[config.mk]
export PLATFORM = sky130hd
export DESIGN_NAME = gpr_regs_top
export DESIGN_NICKNAME = d
export VERILOG_FILES = /design/src/pkg/gpr_pkg.sv /design/src/design/gpr_regs_top.sv
export SDC_FILE = /design/constraint.sdc
export NUM_CORES = 2
export LEC_CHECK = 0
export ABC_AREA = 1
export BUFFER_PORTS_ARGS = -buffer_cell sky130_fd_sc_hd__buf_2
export CORE_ASPECT_RATIO = 1.5
export CORE_UTILIZATION = 40
export DETAILED_ROUTE_END_ITERATION = 12
export GPL_TIMING_DRIVEN = 1
export PLACE_DENSITY = 0.55
export SKIP_LAST_GASP = 1
export SYNTH_ARGS = -nofsm -noshare
export SYNTH_HDL_FRONTEND = slang
export SYNTH_SLANG_ARGS = --single-unit
[constraint.sdc]
create_clock -name CLOCK -period 7.3 [get_ports CLOCK]
set_input_delay 1.46 -clock CLOCK [delete_from_list [all_inputs] [get_ports CLOCK]]
set_output_delay 1.46 -clock CLOCK [all_outputs]
set_load 0.005 [all_outputs]
[src/pkg/gpr_pkg.sv]
// package: offsets, masks, reset values and carriers of the remap config block
package gpr_pkg;
	// register word indexes, byte address is four times the index
	localparam logic [7:0] IDX_DEVICE_ID    = 8'h02;
	localparam logic [7:0] IDX_WINDOW_BASE  = 8'h10;
	localparam logic [7:0] IDX_TLB_CONTROL  = 8'h80;
	localparam logic [7:0] IDX_SIZE_MASK    = 8'h84;
	localparam logic [7:0] IDX_TABLE_BASE   = 8'h88;
	localparam logic [7:0] IDX_CAPABILITY   = 8'ha0;
	localparam logic [7:0] IDX_STATUS       = 8'ha4;
	localparam logic [7:0] IDX_COMMAND      = 8'ha8;
	localparam logic [7:0] IDX_CONTROL      = 8'hac;
	localparam logic [7:0] IDX_LATENCY      = 8'had;
	localparam logic [7:0] IDX_MISC         = 8'hae;
	localparam logic [7:0] IDX_PAD_CONTROL  = 8'hb0;
	localparam logic [7:0] IDX_DRIVE        = 8'hb1;
	localparam logic [7:0] IDX_PAD_DELAY    = 8'hb2;
	localparam logic [7:0] IDX_LATCH_SEL    = 8'he0;
	localparam logic [7:0] IDX_SCRATCH_LO   = 8'hf0;
	localparam logic [7:0] IDX_SCRATCH_HI   = 8'hf1;
	localparam logic [7:0] IDX_DRAM_TIMER   = 8'hf8;
	localparam logic [7:0] IDX_VIDEO_TIMER  = 8'hf9;
	localparam logic [7:0] IDX_OVERRIDE_ONE = 8'hfc;
	localparam logic [7:0] IDX_OVERRIDE_TWO = 8'hfd;
	localparam logic [7:0] IDX_OVERRIDE_ID  = 8'hfe;
	// writable bit masks
	localparam logic [31:0] MSK_WINDOW_BASE = 32'hfff0_0000;
	localparam logic [31:0] MSK_TLB_CONTROL = 32'h0000_008f;
	localparam logic [31:0] MSK_TABLE_BASE  = 32'hffff_f006;
	localparam logic [31:0] MSK_COMMAND     = 32'h0000_0337;
	localparam logic [31:0] MSK_CONTROL     = 32'h0000_007f;
	localparam logic [31:0] MSK_LATENCY     = 32'h0000_001f;
	localparam logic [31:0] MSK_MISC        = 32'h0000_0034;
	localparam logic [31:0] MSK_PAD_CONTROL = 32'h0000_00c0;
	localparam logic [31:0] MSK_PAD_DELAY   = 32'h0000_0091;
	localparam logic [31:0] MSK_LATCH_SEL   = 32'h0000_0001;
	localparam logic [31:0] MSK_OVERRIDE_1  = 32'h0000_00f3;
	localparam logic [31:0] MSK_OVERRIDE_2  = 32'h0000_001f;
	localparam logic [31:0] MSK_BYTE        = 32'h0000_00ff;
	localparam logic [31:0] MSK_HALF        = 32'h0000_ffff;
	localparam logic [31:0] MSK_WORD        = 32'hffff_ffff;
	// reset values
	localparam logic [31:0] RST_ZERO        = 32'h0000_0000;
	localparam logic [31:0] RST_CONTROL     = 32'h0000_0008;
	localparam logic [31:0] RST_LATENCY     = 32'h0000_0002;
	localparam logic [31:0] RST_PAD_CONTROL = 32'h0000_0080;
	localparam logic [31:0] RST_DRIVE       = 32'h0000_0063;
	// fixed read values
	localparam logic [31:0] CAPABILITY_WORD = 32'h0020_c002;
	localparam logic [7:0]  MAX_REQ_FIXED   = 8'h1f;
	// field positions
	localparam int TLB_FLUSH_BIT   = 7;
	localparam int BASE_TIMING_BIT = 2;
	localparam int BASE_ENABLE_BIT = 1;
	localparam int CTL_BOOST_BIT   = 4;
	localparam int CTL_RATE2X_BIT  = 3;
	localparam int CTL_ORDER_BIT   = 2;
	localparam int CTL_PARK_BIT    = 1;
	localparam int CTL_TURN_BIT    = 0;
	localparam int LAT_FIRST_BIT   = 4;
	localparam int OV1_MAXREQ_BIT  = 1;
	localparam int OV1_DEVID_BIT   = 0;
	localparam int CMD_PORT_BIT    = 8;
	localparam int CMD_SIDE_BIT    = 9;
	// TLB geometry
	localparam int TLB_ENTRIES = 16;
	localparam int TLB_IDX_W   = 4;
	// access source codes; each equals its translate-enable bit position
	localparam logic [1:0] SRC_PORT    = 2'h0;
	localparam logic [1:0] SRC_CPU     = 2'h1;
	localparam logic [1:0] SRC_GMASTER = 2'h2;
	localparam logic [1:0] SRC_PCI     = 2'h3;
	typedef struct packed {
		logic [31:0] addr;
		logic [1:0]  src;
	} gpr_req_t;
	typedef struct packed {
		logic [31:0] addr;
		logic        translated;
		logic        no_snoop;
	} gpr_ans_t;
endpackage

[src/design/gpr_regs_top.sv]
// remap window config registers, TLB translation and graphics grant logic
module gpr_regs_top #(
	parameter logic [15:0] FIXED_DEVICE_ID = 16'h5a5a // arbitrary value
) (
	input  wire logic             CLOCK,
	input  wire logic             RSTN,
	input  wire logic             WB_CYC_I,
	input  wire logic             WB_STB_I,
	input  wire logic             WB_WE_I,
	input  wire logic [31:0]      WB_ADR_I,
	input  wire logic [3:0]       WB_SEL_I,
	input  wire logic [31:0]      WB_DAT_I,
	output logic      [31:0]      WB_DAT_O,
	output logic                  WB_ACK_O,
	input  wire logic             XLAT_REQ_VALID,
	input  wire gpr_pkg::gpr_req_t XLAT_REQ,
	output logic                  XLAT_READY,
	output logic                  XLAT_ANS_VALID,
	output gpr_pkg::gpr_ans_t     XLAT_ANS,
	output logic                  FETCH_REQ,
	output logic      [31:0]      FETCH_ADDR,
	input  wire logic             FETCH_ACK,
	input  wire logic [31:0]      FETCH_DATA,
	input  wire logic             DRAM_IDLE,
	input  wire logic             PORT_DISABLE_STRAP,
	input  wire logic             GRAPHICS_REQUEST_IN_N,
	input  wire logic             PEER_REQUEST,
	input  wire logic             DATA_PHASE_READY,
	output logic                  GRAPHICS_GRANT_OUT_N,
	output logic                  PEER_GRANT,
	output logic                  IN_ORDER_MODE,
	output logic                  TURNAROUND_1T,
	output logic      [3:0]       DATA_LATENCY,
	output logic                  FIRST_READY_SEL,
	output logic                  DRAM_LATCH_EXTERNAL,
	output logic      [7:0]       DRAM_ARB_TIMER,
	output logic      [7:0]       VIDEO_TIMER,
	output logic                  PORT_ENABLE,
	output logic                  SIDEBAND_ENABLE,
	output logic      [2:0]       RATE_ENABLE
);
	typedef enum logic [1:0] {ST_IDLE, ST_CHECK, ST_FETCH} gpr_state_t;

	function automatic logic [31:0] wmerge(input logic [31:0] old,
	                                       input logic [31:0] wd,
	                                       input logic [3:0]  sel,
	                                       input logic [31:0] msk);
		logic [31:0] bm;
		bm = {{8{sel[3]}}, {8{sel[2]}}, {8{sel[1]}}, {8{sel[0]}}} & msk;
		wmerge = (old & ~bm) | (wd & bm);
	endfunction

	logic [31:0] win_base_ff, tlb_ctl_ff, size_ff, tbl_base_ff, cmd_ff;
	logic [31:0] ctl_ff, lat_ff, misc_ff, pad_ff, drive_ff, delay_ff;
	logic [31:0] latch_ff, scr_lo_ff, scr_hi_ff, dtim_ff, vtim_ff;
	logic [31:0] ov1_ff, ov2_ff, ovid_ff;
	logic        strap_ff, strap_done_ff;
	logic        ack_ff;
	logic [31:0] dat_ff;
	logic        flush_pend_ff;

	// bus decode; ack follows one cycle after the request
	wire         bus_req = WB_CYC_I & WB_STB_I;
	wire         bus_new = bus_req & ~ack_ff;
	wire         wr      = bus_req & WB_WE_I & ack_ff;
	wire  [7:0]  idx     = WB_ADR_I[9:2];
	wire         in_map  = (WB_ADR_I[31:10] == 22'h0);

	wire  [7:0]  max_req = ov1_ff[gpr_pkg::OV1_MAXREQ_BIT] ?
	                       {3'h0, ov2_ff[4:0]} :
	                       gpr_pkg::MAX_REQ_FIXED;
	wire  [31:0] status_word = {max_req, 14'h0, 1'b1, 3'h0,
	                            misc_ff[5], misc_ff[4], 1'b0, misc_ff[2],
	                            ctl_ff[gpr_pkg::CTL_RATE2X_BIT],
	                            1'b1};
	wire  [15:0] dev_id = ov1_ff[gpr_pkg::OV1_DEVID_BIT] ?
	                      ovid_ff[15:0] : FIXED_DEVICE_ID;
	logic [31:0] rd_mux;

	always_comb begin
		rd_mux = 32'h0; // unmapped and reserved read zero
		if (in_map) begin
			case (idx)
				gpr_pkg::IDX_DEVICE_ID:    rd_mux = {16'h0, dev_id};
				gpr_pkg::IDX_WINDOW_BASE:  rd_mux = win_base_ff;
				gpr_pkg::IDX_TLB_CONTROL:  rd_mux = tlb_ctl_ff;
				gpr_pkg::IDX_SIZE_MASK:    rd_mux = size_ff;
				gpr_pkg::IDX_TABLE_BASE:   rd_mux = tbl_base_ff;
				gpr_pkg::IDX_CAPABILITY:
					rd_mux = gpr_pkg::CAPABILITY_WORD;
				gpr_pkg::IDX_STATUS:       rd_mux = status_word;
				gpr_pkg::IDX_COMMAND:      rd_mux = cmd_ff;
				gpr_pkg::IDX_CONTROL:
					rd_mux = {24'h0, strap_ff, ctl_ff[6:0]};
				gpr_pkg::IDX_LATENCY:      rd_mux = lat_ff;
				gpr_pkg::IDX_MISC:         rd_mux = misc_ff;
				gpr_pkg::IDX_PAD_CONTROL:  rd_mux = pad_ff;
				gpr_pkg::IDX_DRIVE:        rd_mux = drive_ff;
				gpr_pkg::IDX_PAD_DELAY:    rd_mux = delay_ff;
				gpr_pkg::IDX_LATCH_SEL:    rd_mux = latch_ff;
				gpr_pkg::IDX_SCRATCH_LO:   rd_mux = scr_lo_ff;
				gpr_pkg::IDX_SCRATCH_HI:   rd_mux = scr_hi_ff;
				gpr_pkg::IDX_DRAM_TIMER:   rd_mux = dtim_ff;
				gpr_pkg::IDX_VIDEO_TIMER:  rd_mux = vtim_ff;
				gpr_pkg::IDX_OVERRIDE_ONE: rd_mux = ov1_ff;
				gpr_pkg::IDX_OVERRIDE_TWO: rd_mux = ov2_ff;
				gpr_pkg::IDX_OVERRIDE_ID:  rd_mux = ovid_ff;
				default:          rd_mux = 32'h0;
			endcase
		end
	end

	always_ff @(posedge CLOCK) begin
		if (!RSTN) begin
			ack_ff <= 1'b0;
			dat_ff <= 32'h0;
		end else begin
			ack_ff <= bus_new;
			if (bus_new)
				dat_ff <= rd_mux;
		end
	end

	// masked writes keep reserved bits at zero
	`define GPR_REG(r, i, m, rv) \
	always_ff @(posedge CLOCK) begin \
		if (!RSTN) r <= gpr_pkg::rv; \
		else if (wr && in_map && idx == gpr_pkg::i) \
			r <= wmerge(r, WB_DAT_I, WB_SEL_I, gpr_pkg::m); \
	end
	`GPR_REG(win_base_ff, IDX_WINDOW_BASE,  MSK_WINDOW_BASE, RST_ZERO)
	`GPR_REG(tlb_ctl_ff,  IDX_TLB_CONTROL,  MSK_TLB_CONTROL, RST_ZERO)
	`GPR_REG(size_ff,     IDX_SIZE_MASK,    MSK_BYTE,        RST_ZERO)
	`GPR_REG(tbl_base_ff, IDX_TABLE_BASE,   MSK_TABLE_BASE,  RST_ZERO)
	`GPR_REG(cmd_ff,      IDX_COMMAND,      MSK_COMMAND,     RST_ZERO)
	`GPR_REG(ctl_ff,      IDX_CONTROL,      MSK_CONTROL,     RST_CONTROL)
	`GPR_REG(lat_ff,      IDX_LATENCY,      MSK_LATENCY,     RST_LATENCY)
	`GPR_REG(misc_ff,     IDX_MISC,         MSK_MISC,        RST_ZERO)
	`GPR_REG(pad_ff,      IDX_PAD_CONTROL,  MSK_PAD_CONTROL, RST_PAD_CONTROL)
	`GPR_REG(drive_ff,    IDX_DRIVE,        MSK_BYTE,        RST_DRIVE)
	`GPR_REG(delay_ff,    IDX_PAD_DELAY,    MSK_PAD_DELAY,   RST_ZERO)
	`GPR_REG(latch_ff,    IDX_LATCH_SEL,    MSK_LATCH_SEL,   RST_ZERO)
	`GPR_REG(scr_lo_ff,   IDX_SCRATCH_LO,   MSK_WORD,        RST_ZERO)
	`GPR_REG(scr_hi_ff,   IDX_SCRATCH_HI,   MSK_WORD,        RST_ZERO)
	`GPR_REG(dtim_ff,     IDX_DRAM_TIMER,   MSK_BYTE,        RST_ZERO)
	`GPR_REG(vtim_ff,     IDX_VIDEO_TIMER,  MSK_BYTE,        RST_ZERO)
	`GPR_REG(ov1_ff,      IDX_OVERRIDE_ONE, MSK_OVERRIDE_1,  RST_ZERO)
	`GPR_REG(ov2_ff,      IDX_OVERRIDE_TWO, MSK_OVERRIDE_2,  RST_ZERO)
	`GPR_REG(ovid_ff,     IDX_OVERRIDE_ID,  MSK_HALF,        RST_ZERO)
	`undef GPR_REG

	// strap caught by the first clock after reset release
	always_ff @(posedge CLOCK) begin
		if (!RSTN) begin
			strap_ff      <= 1'b0;
			strap_done_ff <= 1'b0;
		end else if (!strap_done_ff) begin
			strap_ff      <= PORT_DISABLE_STRAP;
			strap_done_ff <= 1'b1;
		end
	end

	// flush request: a write with the flush bit set arms it
	wire flush_wr = wr && in_map && idx == gpr_pkg::IDX_TLB_CONTROL &&
	                WB_SEL_I[0] && WB_DAT_I[gpr_pkg::TLB_FLUSH_BIT];
	wire tmg_now  = tbl_base_ff[gpr_pkg::BASE_TIMING_BIT];
	wire flush_go = (flush_pend_ff | flush_wr) & (tmg_now | DRAM_IDLE);
	always_ff @(posedge CLOCK) begin
		if (!RSTN)
			flush_pend_ff <= 1'b0;
		else
			flush_pend_ff <= (flush_pend_ff | flush_wr) & ~flush_go;
	end

	// window hit: size mask covers bits 27..20, 31..28 always compared
	gpr_pkg::gpr_req_t req_ff;
	gpr_state_t  state_ff;
	wire  [11:0] win_mask = {4'hf, size_ff[7:0]};
	wire         win_en   = tbl_base_ff[gpr_pkg::BASE_ENABLE_BIT];
	wire         win_hit  = win_en &
	                        (((req_ff.addr[31:20] ^ win_base_ff[31:20]) &
	                          win_mask) == 12'h0);
	wire         xlat_en  = tlb_ctl_ff[req_ff.src];
	wire  [19:0] vpage    = req_ff.addr[31:12];
	wire  [19:0] rel_page = vpage - {win_base_ff[31:20], 8'h0};
	// each entry is four bytes
	wire  [31:0] ent_addr = {tbl_base_ff[31:12], 12'h0} +
	                        {10'h0, rel_page, 2'b00};

	logic [19:0]                   tag_ff  [gpr_pkg::TLB_ENTRIES];
	logic [19:0]                   page_ff [gpr_pkg::TLB_ENTRIES];
	logic [gpr_pkg::TLB_IDX_W-1:0] age_ff  [gpr_pkg::TLB_ENTRIES];
	logic [gpr_pkg::TLB_ENTRIES-1:0] val_ff;
	logic [gpr_pkg::TLB_ENTRIES-1:0] hit_vec;
	logic [gpr_pkg::TLB_IDX_W-1:0] hit_idx, vic_idx;
	logic [19:0]                   hit_page;

	always_comb begin
		hit_idx  = '0;
		hit_page = 20'h0;
		vic_idx  = '0;
		for (int i = gpr_pkg::TLB_ENTRIES - 1; i >= 0; i--) begin
			if (hit_vec[i]) begin
				hit_idx  = gpr_pkg::TLB_IDX_W'(i);
				hit_page = page_ff[i];
			end
		end
		// empty slot first, else the oldest (all-ones age)
		for (int i = 0; i < gpr_pkg::TLB_ENTRIES; i++) begin
			if (&age_ff[i])
				vic_idx = gpr_pkg::TLB_IDX_W'(i);
		end
		for (int i = gpr_pkg::TLB_ENTRIES - 1; i >= 0; i--) begin
			if (!val_ff[i])
				vic_idx = gpr_pkg::TLB_IDX_W'(i);
		end
	end

	wire                 tlb_hit = |hit_vec;
	wire                 do_hit  = (state_ff == ST_CHECK) & win_hit &
	                               xlat_en & tlb_hit;
	wire                 do_fill = (state_ff == ST_FETCH) & FETCH_ACK;
	wire                 touch   = do_hit | do_fill;
	wire [gpr_pkg::TLB_IDX_W-1:0] t_idx = do_fill ? vic_idx : hit_idx;

	// ages stay a permutation so the oldest is always unique
	genvar g;
	generate
		for (g = 0; g < gpr_pkg::TLB_ENTRIES; g++) begin : g_tlb
			localparam logic [gpr_pkg::TLB_IDX_W-1:0] SLOT =
				gpr_pkg::TLB_IDX_W'(g);
			assign hit_vec[g] = val_ff[g] & (tag_ff[g] == vpage);
			always_ff @(posedge CLOCK) begin
				if (!RSTN) begin
					val_ff[g]  <= 1'b0;
					tag_ff[g]  <= 20'h0;
					page_ff[g] <= 20'h0;
					age_ff[g]  <= SLOT;
				end else begin
					if (flush_go)
						val_ff[g] <= 1'b0;
					else if (do_fill && vic_idx == SLOT)
						val_ff[g] <= 1'b1;
					if (do_fill && vic_idx == SLOT) begin
						tag_ff[g]  <= vpage;
						page_ff[g] <= FETCH_DATA[31:12];
					end
					if (touch && t_idx == SLOT)
						age_ff[g] <= '0;
					else if (touch && age_ff[g] < age_ff[t_idx])
						age_ff[g] <= age_ff[g] + 1'b1;
				end
			end
		end
	endgenerate

	logic     ready_ff, ans_v_ff, fetch_ff;
	gpr_pkg::gpr_ans_t ans_ff;
	logic [31:0] faddr_ff;

	always_ff @(posedge CLOCK) begin
		if (!RSTN) begin
			state_ff <= ST_IDLE;
			req_ff   <= '0;
			ready_ff <= 1'b0;
			ans_v_ff <= 1'b0;
			ans_ff   <= '0;
			fetch_ff <= 1'b0;
			faddr_ff <= 32'h0;
		end else begin
			ans_v_ff <= 1'b0;
			case (state_ff)
				ST_IDLE: begin
					ready_ff <= 1'b1;
					if (XLAT_REQ_VALID && ready_ff) begin
						req_ff   <= XLAT_REQ;
						ready_ff <= 1'b0;
						state_ff <= ST_CHECK;
					end
				end
				ST_CHECK: begin
					ans_ff.no_snoop <= win_hit;
					if (!win_hit || !xlat_en) begin
						ans_ff.addr       <= req_ff.addr;
						ans_ff.translated <= 1'b0;
						ans_v_ff          <= 1'b1;
						state_ff          <= ST_IDLE;
					end else if (tlb_hit) begin
						ans_ff.addr <= {hit_page, req_ff.addr[11:0]};
						ans_ff.translated <= 1'b1;
						ans_v_ff          <= 1'b1;
						state_ff          <= ST_IDLE;
					end else begin
						fetch_ff <= 1'b1;
						faddr_ff <= ent_addr;
						state_ff <= ST_FETCH;
					end
				end
				ST_FETCH: begin
					if (FETCH_ACK) begin
						fetch_ff          <= 1'b0;
						ans_ff.addr <= {FETCH_DATA[31:12], req_ff.addr[11:0]};
						ans_ff.translated <= 1'b1;
						ans_v_ff          <= 1'b1;
						state_ff          <= ST_IDLE;
					end
				end
				default: state_ff <= ST_IDLE;
			endcase
		end
	end

	// grant: parking holds it; a peer request breaks a park unless boosted
	logic gnt_ff, peer_gnt_ff;
	wire  g_req  = ~GRAPHICS_REQUEST_IN_N & ~strap_ff;
	wire  park   = ctl_ff[gpr_pkg::CTL_PARK_BIT];
	wire  boost  = ctl_ff[gpr_pkg::CTL_BOOST_BIT];
	wire  hold   = gnt_ff & park & g_req & ~DATA_PHASE_READY &
	               (~PEER_REQUEST | boost);
	wire  fresh  = ~gnt_ff & ~peer_gnt_ff & g_req & ~PEER_REQUEST;
	wire  nxt_gnt = hold | fresh;
	always_ff @(posedge CLOCK) begin
		if (!RSTN) begin
			gnt_ff      <= 1'b0;
			peer_gnt_ff <= 1'b0;
		end else begin
			gnt_ff      <= nxt_gnt;
			peer_gnt_ff <= PEER_REQUEST & ~nxt_gnt;
		end
	end

	assign WB_ACK_O             = ack_ff;
	assign WB_DAT_O             = dat_ff;
	assign XLAT_READY           = ready_ff;
	assign XLAT_ANS_VALID       = ans_v_ff;
	assign XLAT_ANS             = ans_ff;
	assign FETCH_REQ            = fetch_ff;
	assign FETCH_ADDR           = faddr_ff;
	assign GRAPHICS_GRANT_OUT_N = ~gnt_ff;
	assign PEER_GRANT           = peer_gnt_ff;
	assign IN_ORDER_MODE        = ctl_ff[gpr_pkg::CTL_ORDER_BIT];
	assign TURNAROUND_1T        = ctl_ff[gpr_pkg::CTL_TURN_BIT];
	assign DATA_LATENCY         = lat_ff[3:0];
	assign FIRST_READY_SEL      = lat_ff[gpr_pkg::LAT_FIRST_BIT];
	assign DRAM_LATCH_EXTERNAL  = latch_ff[0];
	assign DRAM_ARB_TIMER       = dtim_ff[7:0];
	assign VIDEO_TIMER          = vtim_ff[7:0];
	assign PORT_ENABLE          = cmd_ff[gpr_pkg::CMD_PORT_BIT];
	assign SIDEBAND_ENABLE      = cmd_ff[gpr_pkg::CMD_SIDE_BIT];
	assign RATE_ENABLE          = cmd_ff[2:0];
endmodule // gpr_regs_top

==> impl_metrics.csv <==
group,metric,value,unit
timing,hold_viol_final,0,
pwr,p_leak,23.1,nW
setup_path,endpoint_kind,"flip-flop",
global_route,grt_pass1_vias,43300,
setup_path,path_buf_inv,6,
synth,postSynthAreaPerCell,8.77,µm²
timing,relSlewSlack,18.3,%
synth,synth_compound_area_share,14.8,%
synth,ys_types,68,
timing,finalSetupTns,0,ps
cts,htree_num_levels,3,
layout,seq_area,28100,µm²
synth,synth_mux_area_share,0.384,%
synth,synth-main-ff-cell,"edfxtp_1",
die,die_w,298,µm
global_route,grt_pass1_wl,277000,µm
synth,yosys_warnings,0,
cts,numCtsBuffers,104,
cts,cts_sinks,1051,
hold_path,holdCritPathClass,"flip-flop to flip-flop",
die,core,130000,µm²
setup_path,start_kind,"flip-flop",
synth,syn_inst,6012,
layout,drive_gt1_share,12.1,%
setup_path,max_stage_delay,640,ps
place,port_buffers,262,
routing,vias,44500,
synth,synth_xor_area_share,2.34,%
layout,nFillCells,12700,
cts,clock_latency,740,ps
routing,dr.first_iter.drc_count,3475,
cts,post_cts_buffers,0,
setup_path,cp.depth,22,
setup_path,cp_data_required_time,7730,ps
routing,ant_nets,0,
timing,rsz0062_at_grt,"no",
synth,yosysSeqAreaShare,53.3,%
setup_path,worstSetupPathType,"flip-flop to flip-flop",
timing,slew_violations,0,
die,die_h,447,µm
layout,final_common_cell,"nor2_1",
synth,synth_edf_count,704,
layout,syn_to_final_growth,12.5,%
die,ios,279,
cts,clockBufferDepth,3,
die,die_area,133000,µm²
timing,tightest_slew,1220,ps
cts,clk_pin_slew_worst_paths,60,ps
routing,via_per_inst,5.58,
timing,fin_crit_sh,90.1,%
synth,ys_seq_elements,1051,
setup_path,r2r_cells,22,
routing,drt_wl_total,189000,µm
layout,mostFrequentLayoutCells,"nor2_1, nand2_1, edfxtp_1, inv_1, o21ai_0",
routing,wl_per_cell,23.7,µm
flow_run,drv_cap,0,
synth,synthAdderAreaFrac,2.16,%
global_route,antenna_found_initial,15,
layout,postLayoutCoreUtil,45.5,%
pwr,p_per_area,259,nW/µm²
timing,min_period,6580,ps
global_route,grt-ovfl-total,0,
layout,nets,6394,
hold_path,hold_path_depth,1,
cts,cts_tree,"done",
synth,synth_top_family_by_area,"simple AND/OR/NAND/NOR gates",
routing,post-route-drc-count,0,
timing,setup_viol,0,
timing,skew,27.5,ps
routing,dr.pass1.iters,6,
timing,clock.fmax,0.152,GHz
place,place_hpwl,134000,µm
synth,synthArstFlopShare,0,%
synth,synth-simple-area-share,19.7,%
setup_path,slowest_stage,"a2111oi_0",
cts,ctsResizeCount,0,
die,start_util,40.4,%
cts,ctsHoldBuffers,0,
setup_path,crit_path_max_fanout,13,
cts,cts-root-buf,"clkbuf_16",
setup_path,critPathArrivalTime,7000,ps
die,rows,162,
layout,stdcell_count,7977,
setup_path,crit_chain,"inv_2 -> buf_4 -> a2111oi_0 -> nand4_1 -> nand2_1 -> inv_2 -> a21oi_1 -> o21ai_1 -> a21o_1 -> o21ai_2 -> inv_2 -> nand2_1 -> inv_2 -> a22o_1 -> o21ai_0 -> nand2_1 -> a221oi_2 -> buf_4 -> ha_1 -> a2111oi_0 -> nand2_1 -> nand3_1",
setup_path,cp_top_family,"compound AO/OA/AOI/OAI gates",
global_route,grt_max_degree,110,
pwr,ir_drop,0.204,mV
synth,synthesis.area,52700,µm²
global_route,grt_usage,27.8,%
place,gp_congestion,0.951,
layout,multi_input_area,20800,µm²
place,placedCellCount,7774,
status,status,"finished clean",
-- routing by layer --
layer | routed length, µm | vias to the layer above | GRT usage (%)
met5 | 107 | - | 0
li1 | - | 21000 | -
met4 | 12600 | 16 | 17.5
met1 | 70800 | 21400 | 30.7
met3 | 10700 | 507 | 4.03
met2 | 95000 | 1552 | 49.7
-- where the power goes --
group          internal [mW]  switching (mW)
logic                  0.904            2.23
registers               6.65           0.184
clock network           2.97            2.44
total                   10.5            4.86
-- Yosys cell counts (all sizes together) (11+ instances only) --
library cell / n / area [µm²]
nor2: 986 / 3740
o211ai: 85 / 638
clkbuf: 296 / 1110
inv: 586 / 2200
o21ai: 457 / 2290
ha: 88 / 1100
a211oi: 22 / 165
xnor2: 41 / 359
nor3: 51 / 260
o22ai: 141 / 882
nand2: 850 / 3240
a21oi: 400 / 2010
o221ai: 11 / 96.3
edfxtp: 704 / 21100
nand3: 258 / 1320
mux2: 18 / 203
nor4: 90 / 569
a221oi: 51 / 447
nand4: 84 / 526
or2: 68 / 425
xor2: 100 / 876
dfxtp: 347 / 6950
a2111oi: 29 / 325
buf: 91 / 537
o2111ai: 66 / 578
-- path summary, 6_finish.rpt --
check / start / end / slack [ps]
min: strap_done_ff / strap_ff / 440
min reg2reg: strap_done_ff / strap_ff / 440
max: req_ff[33] / age_ff[2][3] / 720
max reg2reg: req_ff[33] / age_ff[2][3] / 720
-- stage by stage --
stage          setup slack, ps  instance area [µm²]  hold WS, ps  total power [mW]
3_3_place_gp              1040                55900          417              10.0
6_report                   722                59300          438              15.4
4_1_cts                    913                59300          438              15.4
3_5_place_dp               932                55900          433              10.1
5_1_grt                    460                59300          460              15.9
2_1_floorplan             1640                52700          405              8.73
-- cells by family after synthesis --
logic type / count (synthesis)
other cells: 1
flops: 1051
mux: 18
buf+inv: 982
xor+xnor: 141
fa+ha+maj: 90
simple gates: 2426
compound gates: 1303
-- layout make-up --
cell class,instances,area share [%]
multi-input cells,3980,35.1
well taps,1722,3.63
flip-flops and latches,1051,47.4
repair buffers,426,4.37
diodes,7,0.0295
clock buffers,153,4.99
clock inverters,43,0.724
inverters,595,3.77
(Power assumes the default switching activity.)
